--- src/include/smsw_pkg.sv ---
// package: constants and types of the servo control mode switch
package smsw_pkg;
    // bus layout
    localparam int unsigned SMSW_ADDR_W    = 8;
    localparam logic [7:0]  SMSW_CFG_OFF   = 8'h00;
    localparam logic [7:0]  SMSW_STAT_OFF  = 8'h04;
    localparam logic [7:0]  SMSW_FUNC_OFF  = 8'h08;
    localparam logic [1:0]  SMSW_RESP_OKAY = 2'h0;
    localparam logic [1:0]  SMSW_RESP_SLV  = 2'h2;
    // control mode configuration values
    localparam logic [15:0] SMSW_CFG_RST     = 16'h0000;
    localparam logic [15:0] SMSW_CFG_PLS_SPD = 16'h1001;
    localparam logic [15:0] SMSW_CFG_SPD_TQ  = 16'h1003;
    localparam logic [15:0] SMSW_CFG_PLS_TQ  = 16'h1005;
    localparam logic [15:0] SMSW_CFG_REG_SPD = 16'h1011;
    localparam logic [15:0] SMSW_CFG_REG_TQ  = 16'h1015;
    // synchronised pin positions
    localparam int unsigned SMSW_NPIN    = 6;
    localparam int unsigned SMSW_PIN_SEL = 0;
    localparam int unsigned SMSW_PIN_TRG = 1;
    localparam int unsigned SMSW_PIN_A   = 2;
    localparam int unsigned SMSW_PIN_B   = 3;
    localparam int unsigned SMSW_PIN_C   = 4;
    localparam int unsigned SMSW_PIN_D   = 5;
    // status word fields
    localparam int unsigned SMSW_ST_MODE = 0;
    localparam int unsigned SMSW_ST_PEND = 3;
    localparam int unsigned SMSW_ST_ZERO = 4;
    localparam int unsigned SMSW_ST_SEL  = 5;
    localparam int unsigned SMSW_ST_HYB  = 6;
    localparam int unsigned SMSW_ST_RPOS = 7;
    // decoded input function positions
    localparam int unsigned SMSW_NFUNC     = 10;
    localparam int unsigned SMSW_F_FSTART  = 0;
    localparam int unsigned SMSW_F_RSTART  = 1;
    localparam int unsigned SMSW_F_FTQ     = 2;
    localparam int unsigned SMSW_F_RTQ     = 3;
    localparam int unsigned SMSW_F_GAIN    = 4;
    localparam int unsigned SMSW_F_TLIM    = 5;
    localparam int unsigned SMSW_F_PSEL1   = 6;
    localparam int unsigned SMSW_F_SSEL1   = 7;
    localparam int unsigned SMSW_F_SSEL2   = 8;
    localparam int unsigned SMSW_F_CLR     = 9;
    localparam logic [9:0]  SMSW_FUNC_RST  = 10'h0;
    // active control loop modes
    typedef enum logic [2:0] {
        SMSW_M_POS = 3'b001,
        SMSW_M_SPD = 3'b010,
        SMSW_M_TRQ = 3'b100
    } smsw_mode_e;
    localparam smsw_mode_e SMSW_MODE_RST = SMSW_M_POS;
    // decoded hybrid pairing
    typedef struct packed {
        logic       hybrid;
        logic       gated;
        logic       reg_pos;
        smsw_mode_e off_mode;
        smsw_mode_e on_mode;
    } smsw_pair_s;
endpackage

--- src/include/smsw_pin_if.sv ---
// interface: raw and cleaned digital input pins between core and synchroniser
interface smsw_pin_if;
    logic [5:0] raw;
    logic [5:0] clean;
    modport sync (input raw, output clean);
    modport core (output raw, input clean);
endinterface

--- src/core/smsw_sync.sv ---
// module: three-stage pin synchroniser with agreement filter
module smsw_sync (
    // clock, reset, enable
    input wire logic    sys_clk_i,
    input wire logic    sys_rst_i,
    input wire logic    ce_i,
    // pins
    smsw_pin_if.sync    pins
);
    import smsw_pkg::*;

    typedef struct packed {
        logic [5:0] s1;
        logic [5:0] s2;
        logic [5:0] s3;
        logic [5:0] clean;
    } smsw_sync_s;

    smsw_sync_s q;
    smsw_sync_s d;
    logic [5:0] diff;

    always_comb begin
        d    = q;
        diff = q.s2 ^ q.s3;
        if (ce_i) begin
            d.s1 = pins.raw;
            d.s2 = q.s1;
            d.s3 = q.s2;
            // a level counts once stages two and three agree
            d.clean = (~diff & q.s3) | (diff & q.clean);
        end
    end

    always_ff @(posedge sys_clk_i) begin
        if (sys_rst_i) begin
            q <= '0;
        end else begin
            q <= d;
        end
    end

    assign pins.clean = q.clean;

    clean_agree_a: assert property (@(posedge sys_clk_i) disable iff (sys_rst_i)
        ce_i && (q.s2 == q.s3) |=> q.clean == $past(q.s3))
        else $error("clean pin level ignores agreeing stages");
endmodule

--- src/core/smsw_top.sv ---
// module: hybrid control mode switch with shared input pin remapping
//
// Decided for this implementation: the address map and the AXI4-Lite register port.
import smsw_pkg::*;

module smsw_top (
    // clock, reset, enable
    input  wire logic                             sys_clk_i,
    input  wire logic                             sys_rst_i,
    input  wire logic                             ce_i,
    // axi4-lite write address and data
    input  wire logic                             s_axi_awvalid_i,
    output wire logic                             s_axi_awready_o,
    input  wire logic [smsw_pkg::SMSW_ADDR_W-1:0] s_axi_awaddr_i,
    input  wire logic                             s_axi_wvalid_i,
    output wire logic                             s_axi_wready_o,
    input  wire logic [31:0]                      s_axi_wdata_i,
    input  wire logic [3:0]                       s_axi_wstrb_i,
    // axi4-lite write response
    output wire logic                             s_axi_bvalid_o,
    input  wire logic                             s_axi_bready_i,
    output wire logic [1:0]                       s_axi_bresp_o,
    // axi4-lite read
    input  wire logic                             s_axi_arvalid_i,
    output wire logic                             s_axi_arready_o,
    input  wire logic [smsw_pkg::SMSW_ADDR_W-1:0] s_axi_araddr_i,
    output wire logic                             s_axi_rvalid_o,
    input  wire logic                             s_axi_rready_i,
    output wire logic [31:0]                      s_axi_rdata_o,
    output wire logic [1:0]                       s_axi_rresp_o,
    // digital input pins, high while shorted to signal ground
    input  wire logic                             mode_select_input_i,
    input  wire logic                             position_trigger_input_i,
    input  wire logic [3:0]                       shared_pin_i,
    // zero speed detection from the speed loop
    input  wire logic                             zero_speed_i,
    // active mode
    output wire logic [2:0]                       active_mode_o,
    output wire logic                             mode_pending_o,
    // decoded input functions
    output wire logic                             forward_start_o,
    output wire logic                             reverse_start_o,
    output wire logic                             forward_torque_select_o,
    output wire logic                             reverse_torque_select_o,
    output wire logic                             proportional_gain_switch_o,
    output wire logic                             torque_limit_select_o,
    output wire logic                             point_select_1_o,
    output wire logic                             speed_select_1_o,
    output wire logic                             speed_select_2_o,
    output wire logic                             position_clear_o,
    output wire logic                             position_trigger_o
);
    import smsw_pkg::*;

    typedef struct packed {
        logic [15:0]            cfg;
        smsw_mode_e             mode;
        logic [SMSW_NFUNC-1:0]  func;
        logic                   trg_prev;
        logic                   trig;
        logic                   aw_got;
        logic [SMSW_ADDR_W-1:0] aw_addr;
        logic                   w_got;
        logic [31:0]            wdata;
        logic [3:0]             wstrb;
        logic                   bvalid;
        logic [1:0]             bresp;
        logic                   rvalid;
        logic [31:0]            rdata;
        logic [1:0]             rresp;
    } smsw_state_s;

    smsw_state_s q;
    smsw_state_s d;
    smsw_pair_s  pair;
    smsw_mode_e  target;
    logic        pend;
    logic        allow;
    logic        sel;
    logic        trg_rise;
    logic [31:0] stat_word;

    smsw_pin_if pin_bus ();

    assign pin_bus.raw = {shared_pin_i, position_trigger_input_i, mode_select_input_i};

    smsw_sync u_sync (
        .sys_clk_i (sys_clk_i),
        .sys_rst_i (sys_rst_i),
        .ce_i      (ce_i),
        .pins      (pin_bus.sync)
    );

    // decode configuration into a pair of modes
    function automatic smsw_pair_s pair_decode(input logic [15:0] cfg);
        smsw_pair_s p;
        p = '{hybrid: 1'b1, gated: 1'b1, reg_pos: 1'b0,
              off_mode: SMSW_M_POS, on_mode: SMSW_M_SPD};
        case (cfg)
            SMSW_CFG_PLS_SPD: begin
                p.off_mode = SMSW_M_POS;
                p.on_mode  = SMSW_M_SPD;
            end
            SMSW_CFG_PLS_TQ: begin
                p.off_mode = SMSW_M_TRQ;
                p.on_mode  = SMSW_M_POS;
            end
            SMSW_CFG_REG_SPD: begin
                p.reg_pos  = 1'b1;
                p.off_mode = SMSW_M_POS;
                p.on_mode  = SMSW_M_SPD;
            end
            SMSW_CFG_REG_TQ: begin
                p.reg_pos  = 1'b1;
                p.off_mode = SMSW_M_TRQ;
                p.on_mode  = SMSW_M_POS;
            end
            // speed/torque pair switches without speed gating
            SMSW_CFG_SPD_TQ: begin
                p.gated    = 1'b0;
                p.off_mode = SMSW_M_SPD;
                p.on_mode  = SMSW_M_TRQ;
            end
            default: begin
                p.hybrid   = 1'b0;
                p.gated    = 1'b0;
                p.off_mode = SMSW_M_POS;
                p.on_mode  = SMSW_M_POS;
            end
        endcase
        return p;
    endfunction

    // map the four shared pins onto functions of one mode
    function automatic logic [SMSW_NFUNC-1:0] func_map(input smsw_mode_e m,
                                                       input logic [3:0] pin);
        logic [SMSW_NFUNC-1:0] f;
        f = '0;
        case (m)
            SMSW_M_POS: begin
                f[SMSW_F_GAIN]  = pin[0];
                f[SMSW_F_TLIM]  = pin[1];
                f[SMSW_F_PSEL1] = pin[2];
                f[SMSW_F_CLR]   = pin[3];
            end
            SMSW_M_SPD: begin
                f[SMSW_F_FSTART] = pin[0];
                f[SMSW_F_RSTART] = pin[1];
                f[SMSW_F_SSEL2]  = pin[2];
                f[SMSW_F_SSEL1]  = pin[3];
            end
            SMSW_M_TRQ: begin
                f[SMSW_F_RTQ]   = pin[0];
                f[SMSW_F_FTQ]   = pin[1];
                f[SMSW_F_SSEL2] = pin[2];
                f[SMSW_F_SSEL1] = pin[3];
            end
            default: begin
                f = '0;
            end
        endcase
        return f;
    endfunction

    assign sel      = pin_bus.clean[SMSW_PIN_SEL];
    assign pair     = pair_decode(q.cfg);
    // select level picks the mode of the pair
    assign target   = sel ? pair.on_mode : pair.off_mode;
    assign pend     = (target != q.mode);
    // gated pairs wait for zero speed
    assign allow    = !pair.gated || zero_speed_i;
    // trigger acts on its rising edge
    assign trg_rise = pin_bus.clean[SMSW_PIN_TRG] && !q.trg_prev;

    always_comb begin
        stat_word                     = '0;
        stat_word[SMSW_ST_MODE +: 3]  = q.mode;
        stat_word[SMSW_ST_PEND]       = pend;
        stat_word[SMSW_ST_ZERO]       = zero_speed_i;
        stat_word[SMSW_ST_SEL]        = sel;
        stat_word[SMSW_ST_HYB]        = pair.hybrid;
        stat_word[SMSW_ST_RPOS]       = pair.reg_pos;
    end

    always_comb begin
        d = q;
        if (ce_i) begin
            // a refused change stays pending until zero speed
            if (pend && allow) begin
                d.mode = target;
            end
            // shared pins follow the active mode
            // pin a is forward start in speed, reverse torque in torque
            // start and torque direction are cross-paired
            d.func     = func_map(q.mode, pin_bus.clean[SMSW_PIN_D:SMSW_PIN_A]);
            d.trg_prev = pin_bus.clean[SMSW_PIN_TRG];
            d.trig     = trg_rise && (q.mode == SMSW_M_POS) && pair.reg_pos;
            // write address and data in either order
            if (s_axi_awvalid_i && s_axi_awready_o) begin
                d.aw_got  = 1'b1;
                d.aw_addr = s_axi_awaddr_i;
            end
            if (s_axi_wvalid_i && s_axi_wready_o) begin
                d.w_got = 1'b1;
                d.wdata = s_axi_wdata_i;
                d.wstrb = s_axi_wstrb_i;
            end
            if (q.aw_got && q.w_got) begin
                d.aw_got = 1'b0;
                d.w_got  = 1'b0;
                d.bvalid = 1'b1;
                d.bresp  = SMSW_RESP_OKAY;
                case (q.aw_addr)
                    SMSW_CFG_OFF: begin
                        if (q.wstrb[0]) begin
                            d.cfg[7:0] = q.wdata[7:0];
                        end
                        if (q.wstrb[1]) begin
                            d.cfg[15:8] = q.wdata[15:8];
                        end
                    end
                    SMSW_STAT_OFF, SMSW_FUNC_OFF: begin
                        d.bresp = SMSW_RESP_OKAY;
                    end
                    default: begin
                        d.bresp = SMSW_RESP_SLV;
                    end
                endcase
            end
            if (q.bvalid && s_axi_bready_i) begin
                d.bvalid = 1'b0;
            end
            if (q.rvalid && s_axi_rready_i) begin
                d.rvalid = 1'b0;
            end
            if (s_axi_arvalid_i && s_axi_arready_o) begin
                d.rvalid = 1'b1;
                d.rresp  = SMSW_RESP_OKAY;
                case (s_axi_araddr_i)
                    SMSW_CFG_OFF: begin
                        d.rdata = {16'h0000, q.cfg};
                    end
                    SMSW_STAT_OFF: begin
                        d.rdata = stat_word;
                    end
                    SMSW_FUNC_OFF: begin
                        d.rdata = {22'h0, q.func};
                    end
                    default: begin
                        d.rdata = 32'h00000000;
                        d.rresp = SMSW_RESP_SLV;
                    end
                endcase
            end
        end
    end

    always_ff @(posedge sys_clk_i) begin
        if (sys_rst_i) begin
            q          <= '0;
            q.cfg      <= SMSW_CFG_RST;
            q.mode     <= SMSW_MODE_RST;
            q.func     <= SMSW_FUNC_RST;
            q.bresp    <= SMSW_RESP_OKAY;
            q.rresp    <= SMSW_RESP_OKAY;
        end else begin
            q <= d;
        end
    end

    // bus handshakes
    assign s_axi_awready_o = ce_i && !q.aw_got && !q.bvalid;
    assign s_axi_wready_o  = ce_i && !q.w_got && !q.bvalid;
    assign s_axi_bvalid_o  = q.bvalid;
    assign s_axi_bresp_o   = q.bresp;
    assign s_axi_arready_o = ce_i && !q.rvalid;
    assign s_axi_rvalid_o  = q.rvalid;
    assign s_axi_rdata_o   = q.rdata;
    assign s_axi_rresp_o   = q.rresp;

    // mode and function outputs
    assign active_mode_o              = q.mode;
    assign mode_pending_o             = pend;
    assign forward_start_o            = q.func[SMSW_F_FSTART];
    assign reverse_start_o            = q.func[SMSW_F_RSTART];
    assign forward_torque_select_o    = q.func[SMSW_F_FTQ];
    assign reverse_torque_select_o    = q.func[SMSW_F_RTQ];
    assign proportional_gain_switch_o = q.func[SMSW_F_GAIN];
    assign torque_limit_select_o      = q.func[SMSW_F_TLIM];
    assign point_select_1_o           = q.func[SMSW_F_PSEL1];
    assign speed_select_1_o           = q.func[SMSW_F_SSEL1];
    assign speed_select_2_o           = q.func[SMSW_F_SSEL2];
    assign position_clear_o           = q.func[SMSW_F_CLR];
    assign position_trigger_o         = q.trig;

    mode_onehot_a: assert property (@(posedge sys_clk_i) disable iff (sys_rst_i)
        $onehot(q.mode))
        else $error("active mode is not one of three");

    pulse_torque_map_a: assert property (@(posedge sys_clk_i) disable iff (sys_rst_i)
        ce_i && q.cfg == SMSW_CFG_PLS_TQ && zero_speed_i && !sel |=> q.mode == SMSW_M_TRQ)
        else $error("pulse torque pair select off did not give torque");

    reg_pos_flag_a: assert property (@(posedge sys_clk_i) disable iff (sys_rst_i)
        (q.cfg == SMSW_CFG_REG_SPD || q.cfg == SMSW_CFG_REG_TQ) |-> pair.reg_pos && pair.gated)
        else $error("register position pair decoded wrongly");

    pos_speed_sel_a: assert property (@(posedge sys_clk_i) disable iff (sys_rst_i)
        ce_i && q.cfg == SMSW_CFG_PLS_SPD && zero_speed_i
        |=> q.mode == ($past(sel) ? SMSW_M_SPD : SMSW_M_POS))
        else $error("position speed pair mode does not follow select");

    speed_torque_sel_a: assert property (@(posedge sys_clk_i) disable iff (sys_rst_i)
        ce_i && q.cfg == SMSW_CFG_SPD_TQ
        |=> q.mode == ($past(sel) ? SMSW_M_TRQ : SMSW_M_SPD))
        else $error("speed torque pair mode does not follow select");

    torque_pos_sel_a: assert property (@(posedge sys_clk_i) disable iff (sys_rst_i)
        ce_i && q.cfg == SMSW_CFG_REG_TQ && zero_speed_i && sel |=> q.mode == SMSW_M_POS)
        else $error("torque position pair select on did not give position");

    speed_pin_map_a: assert property (@(posedge sys_clk_i) disable iff (sys_rst_i)
        ce_i && q.mode == SMSW_M_SPD
        |=> forward_start_o == $past(pin_bus.clean[SMSW_PIN_A]) && !reverse_torque_select_o)
        else $error("shared pin not forward start in speed mode");

    torque_pin_map_a: assert property (@(posedge sys_clk_i) disable iff (sys_rst_i)
        ce_i && q.mode == SMSW_M_TRQ
        |=> reverse_torque_select_o == $past(pin_bus.clean[SMSW_PIN_A])
            && !forward_start_o && !proportional_gain_switch_o)
        else $error("shared pin not remapped in torque mode");

    zero_gate_a: assert property (@(posedge sys_clk_i) disable iff (sys_rst_i)
        $changed(q.mode) && $past(pair.gated) |-> $past(zero_speed_i))
        else $error("gated mode change without zero speed");

    hold_pending_a: assert property (@(posedge sys_clk_i) disable iff (sys_rst_i)
        pend && pair.gated && !zero_speed_i ##1 !zero_speed_i |-> $stable(q.mode))
        else $error("pending mode change applied without zero speed");

    trigger_edge_a: assert property (@(posedge sys_clk_i) disable iff (sys_rst_i)
        ce_i && trg_rise && q.mode == SMSW_M_POS && pair.reg_pos |=> position_trigger_o ##1
        (!ce_i || !position_trigger_o))
        else $error("position trigger pulse wrong");
endmodule

--- config.mk ---
export PLATFORM = sky130hd
export DESIGN_NAME = smsw_top
export DESIGN_NICKNAME = d
export VERILOG_FILES = /design/src/include/smsw_pkg.sv /design/src/include/smsw_pin_if.sv /design/src/core/smsw_sync.sv /design/src/core/smsw_top.sv
export SDC_FILE = /design/constraint.sdc
export NUM_CORES = 1
export LEC_CHECK = 0
export ABC_AREA = 1
export BUFFER_PORTS_ARGS = -buffer_cell sky130_fd_sc_hd__buf_2
export CORE_ASPECT_RATIO = 1.5
export CORE_UTILIZATION = 36
export CTS_CLUSTER_DIAMETER = 40
export DETAILED_ROUTE_END_ITERATION = 8
export GPL_TIMING_DRIVEN = 0
export HOLD_SLACK_MARGIN = 0.1
export PLACE_DENSITY_LB_ADDON = 0.12
export SYNTH_ARGS = -nofsm -noshare
export SYNTH_HDL_FRONTEND = slang
export SYNTH_SLANG_ARGS = --single-unit
--- constraint.sdc ---
create_clock -name sys_clk_i -period 3.5 [get_ports sys_clk_i]
set_input_delay 0.175 -clock sys_clk_i [delete_from_list [all_inputs] [get_ports sys_clk_i]]
set_output_delay 0.175 -clock sys_clk_i [all_outputs]
set_load 0.01 [all_outputs]
==> impl_metrics.py <==
metrics = {
    "final_layout": {
        "drive_gt1_frac": 0.2309,
        "antenna_cells": 0,
        "nNetsFinal": 807,
        "syn_to_final_growth_pct": 26.41,
        "post-route-util": 0.4701,
        "final_area_um2": 5678,
        "nFillCells": 1246,
    },
    "routing": {
        "drc_errors": 0,
        "via_per_inst": 4.702,
        "vias": 4222,
        "wl_per_cell_um": 12.96,
        "drt_pass1_iterations": 4,
        "drtIter0Drc": 161,
        "routed_wl_mm": 11.64,
        "postRouteAntennaNets": 0,
    },
    "clocking": {
        "post_cts_buffers": 0,
        "cts_buffer_depth": 2,
        "cts_tree": "done",
        "cts_buffers": 9,
        "cts_hold_buf": 22,
        "clkTransAtPathRegs_ns": 0.07,
        "root_buffer": "clkbuf_16",
        "cts_resized": 0,
        "clock-sinks": 103,
        "clock_latency_ns": 0.35,
        "h-tree-depth": 3,
    },
    "pwr": {
        "cellPowerDensity_nw_per_um2": 435.3,
        "p_leak_uw": 0.002627,
        "vdd_drop_max_mv": 0.2844,
    },
    "floorplan": {
        "ios": 123,
        "rows": 49,
        "dieWidth_um": 93.21,
        "die_area_um2": 12940,
        "initial_core_util": 0.3719,
        "die_height_um": 138.8,
        "fp.coreArea_um2": 12080,
    },
    "logic_synthesis": {
        "synthSimpleGateAreaFrac": 0.2398,
        "synthMuxAreaShare": 0,
        "synthXorXnorAreaFrac": 0,
        "synthMostInstantiatedCell": "nand2_1",
        "postSynthAreaPerCell_um2": 7.424,
        "synth_top_family_by_area": "simple AND/OR/NAND/NOR gates",
        "synth_cell_type_count": 28,
        "yosysWarnings": 0,
        "synth_area_leaders": "dfxtp_1 (46%), nand2_1 (8.9%), nor2_1 (8.4%), o21ai_0 (6.6%), buf_4 (6.5%)",
        "synth_fa_ha_area_frac": 0,
        "synth_top_cell_by_area": "dfxtp_1",
        "synthesis.area_um2": 4492,
        "ys_seq_area_frac": 0.4591,
        "synth_top_area_share": 0.4591,
        "synth_compound_area_frac": 0.1735,
        "postSynth.asyncResetShare": 0,
        "synth_common_cells": "nand2_1 (107), dfxtp_1 (103), nor2_1 (100)",
        "syn_inst": 605,
        "synthFlopType": "dfxtp_1",
        "synth_edf_count": 0,
        "ys_ff_latch": 103,
    },
    "setup_path": {
        "path_max_fanout": 5,
        "crit_family": "simple AND/OR/NAND/NOR gates",
        "timing.critical_path.slowest_cell_delay_ns": 0.34,
        "crit_chain": "nor2_2, nand2_2, nor2_8, nand2_4, nand2_2, nand2_2, nand2_1, nand2_1, nor2_2, nand2_2, buf_2",
        "critPathLaunchType": "flip-flop",
        "required_ns": 3.32,
        "critical_path_buf_inv_count": 1,
        "slowest_stage": "dfxtp_1",
        "crit_top_cell": "nand2_2",
        "cp.arrival_ns": 1.81,
        "crit_path_end_kind": "output pin",
        "critical_path_class": "reg -> out",
    },
    "sta": {
        "max_freq_ghz": 0.5030,
        "rsz0062_at_grt": "no",
        "min_period_over_period": 0.5680,
        "setup_viol": 0,
        "setup_tns_ns": 0,
        "period_needed_ns": 1.988,
        "skew_ns": 0.009991,
        "worst_pin_slew_ns": 0.6175,
        "hold_viol": 0,
        "max_slew_margin": 0.5845,
        "final_max_slew_viol_count": 0,
    },
    "global_routing": {
        "grt_first_pass_wirelength_mm": 18.56,
        "grtUsageTotal": 0.1857,
        "grt_max_degree": 17,
        "grt_pass1_vias": 3896,
        "overflow": 0,
        "antenna_found_initial": 0,
    },
    "status": {
        "status": "complete, no violations",
    },
    "place": {
        "portBuffers": 85,
        "routabilityCongestion": 0.8873,
        "placed_cell_area_um2": 5172,
        "post-dp-hpwl_mm": 8.940,
    },
    "flow_run": {
        "drv_cap": 0,
    },
    "hold_path": {
        "hp-class": "in -> reg",
    },
}
-- registers in the layout, indices dropped and copies added (netlist names), 3 cells and up, named ones only --
name,flops
q,45
u_sync.q,18
active_mode_o,3
s_axi_rdata_o,16
-- layout by cell type (no fill, tap or decap), types with 2 or more instances in the layout --
| cell type | Yosys | routed |
|---|---|---|
| nand2_1 | 107 | 107 |
| dfxtp_1 | 103 | 103 |
| nor2_1 | 100 | 100 |
| buf_2 | 5 | 90 |
| o21ai_0 | 59 | 59 |
| a21oi_1 | 49 | 49 |
| inv_1 | 40 | 40 |
| buf_4 | 39 | 39 |
| clkbuf_1 | 22 | 23 |
| dlygate4sd3_1 | 0 | 22 |
| conb_1 | 1 | 18 |
| a211oi_1 | 16 | 16 |
| nand3_1 | 12 | 12 |
| clkbuf_16 | 0 | 9 |
| nor2_2 | 7 | 7 |
| nand2_2 | 7 | 7 |
| o221ai_1 | 7 | 7 |
| inv_2 | 5 | 5 |
| nor3_1 | 5 | 5 |
| o21bai_1 | 5 | 5 |
| nand2_4 | 4 | 4 |
| nand4_1 | 3 | 3 |
| a31oi_1 | 2 | 2 |
| clkbuf_8 | 0 | 2 |
| clkinvlp_4 | 0 | 2 |
-- through the flow --
step | std cells | hold slack [ns] | setup WS (ns) | power, uW
4_1_cts | 898 | 0.1032 | 1.499 | 2495
6_report | 898 | 0.09498 | 1.512 | 2472
3_3_place_gp | 860 | 0.3797 | 1.837 | 1513
5_1_grt | 898 | 0.1179 | 1.265 | 2578
2_1_floorplan | 622 | 0.2860 | 1.988 | 1430
3_5_place_dp | 860 | 0.3816 | 1.831 | 1519
-- where the power goes --
group          internal (uW)  switching (uW)
Combinational            114             150
Clock                    523             439
Sequential              1220            27.8
Total                   1850             617
-- final timing paths --
kind	slack, ns	cells past startpoint	to	start
max	1.51	11	mode_pending_o	q[109]
min	0.09	3	q[52]	s_axi_wdata_i[10]
max reg2reg	1.81	14	s_axi_rdata_o[3]	q[109]
min reg2reg	0.46	2	q[85]	q[85]
-- worst reg2reg max path: stages, from the launching register on --
cell and delay [ns]:
dfxtp_1 0.34, nor2_2 0.12, nand2_2 0.09, nor2_8 0.20, nand2_4 0.08, nand2_2 0.08, nand2_2 0.06, nand2_1 0.05
nand2_1 0.06, nor2_2 0.11, nand2_2 0.11, nand2_1 0.09, nand2_1 0.06, nand2_1 0.06, a21oi_1 0.05
-- cell type report --
type / count / area, um^2 / share of cell area
multi-input cells: 408 / 1924 / 0.3389
repair buffers: 107 / 645.6 / 0.1137
well taps: 153 / 191.4 / 0.03372
flip-flops and latches: 103 / 2062 / 0.3632
clock inverters: 4 / 28.78 / 0.005068
inverters: 45 / 168.9 / 0.02975
plain buffers: 66 / 400.4 / 0.07052
clock buffers: 12 / 256.5 / 0.04517
-- metal layers --
layer  global-route usage  wire length [um]  vias up
met5                    0                 0        -
met4              0.08826               418        0
met3              0.03947               488       26
met2               0.3390              6073      102
met1               0.1986              4660     1912
li1                     -                 -     2182
-- cells by family (layout without fill, tap and decap cells) --
kind of cell,after synthesis,count (layout)
compound gates,139,139
simple gates,251,251
flops,103,103
other cells,1,18
buf+inv,111,234
(Power assumes the default switching activity.)
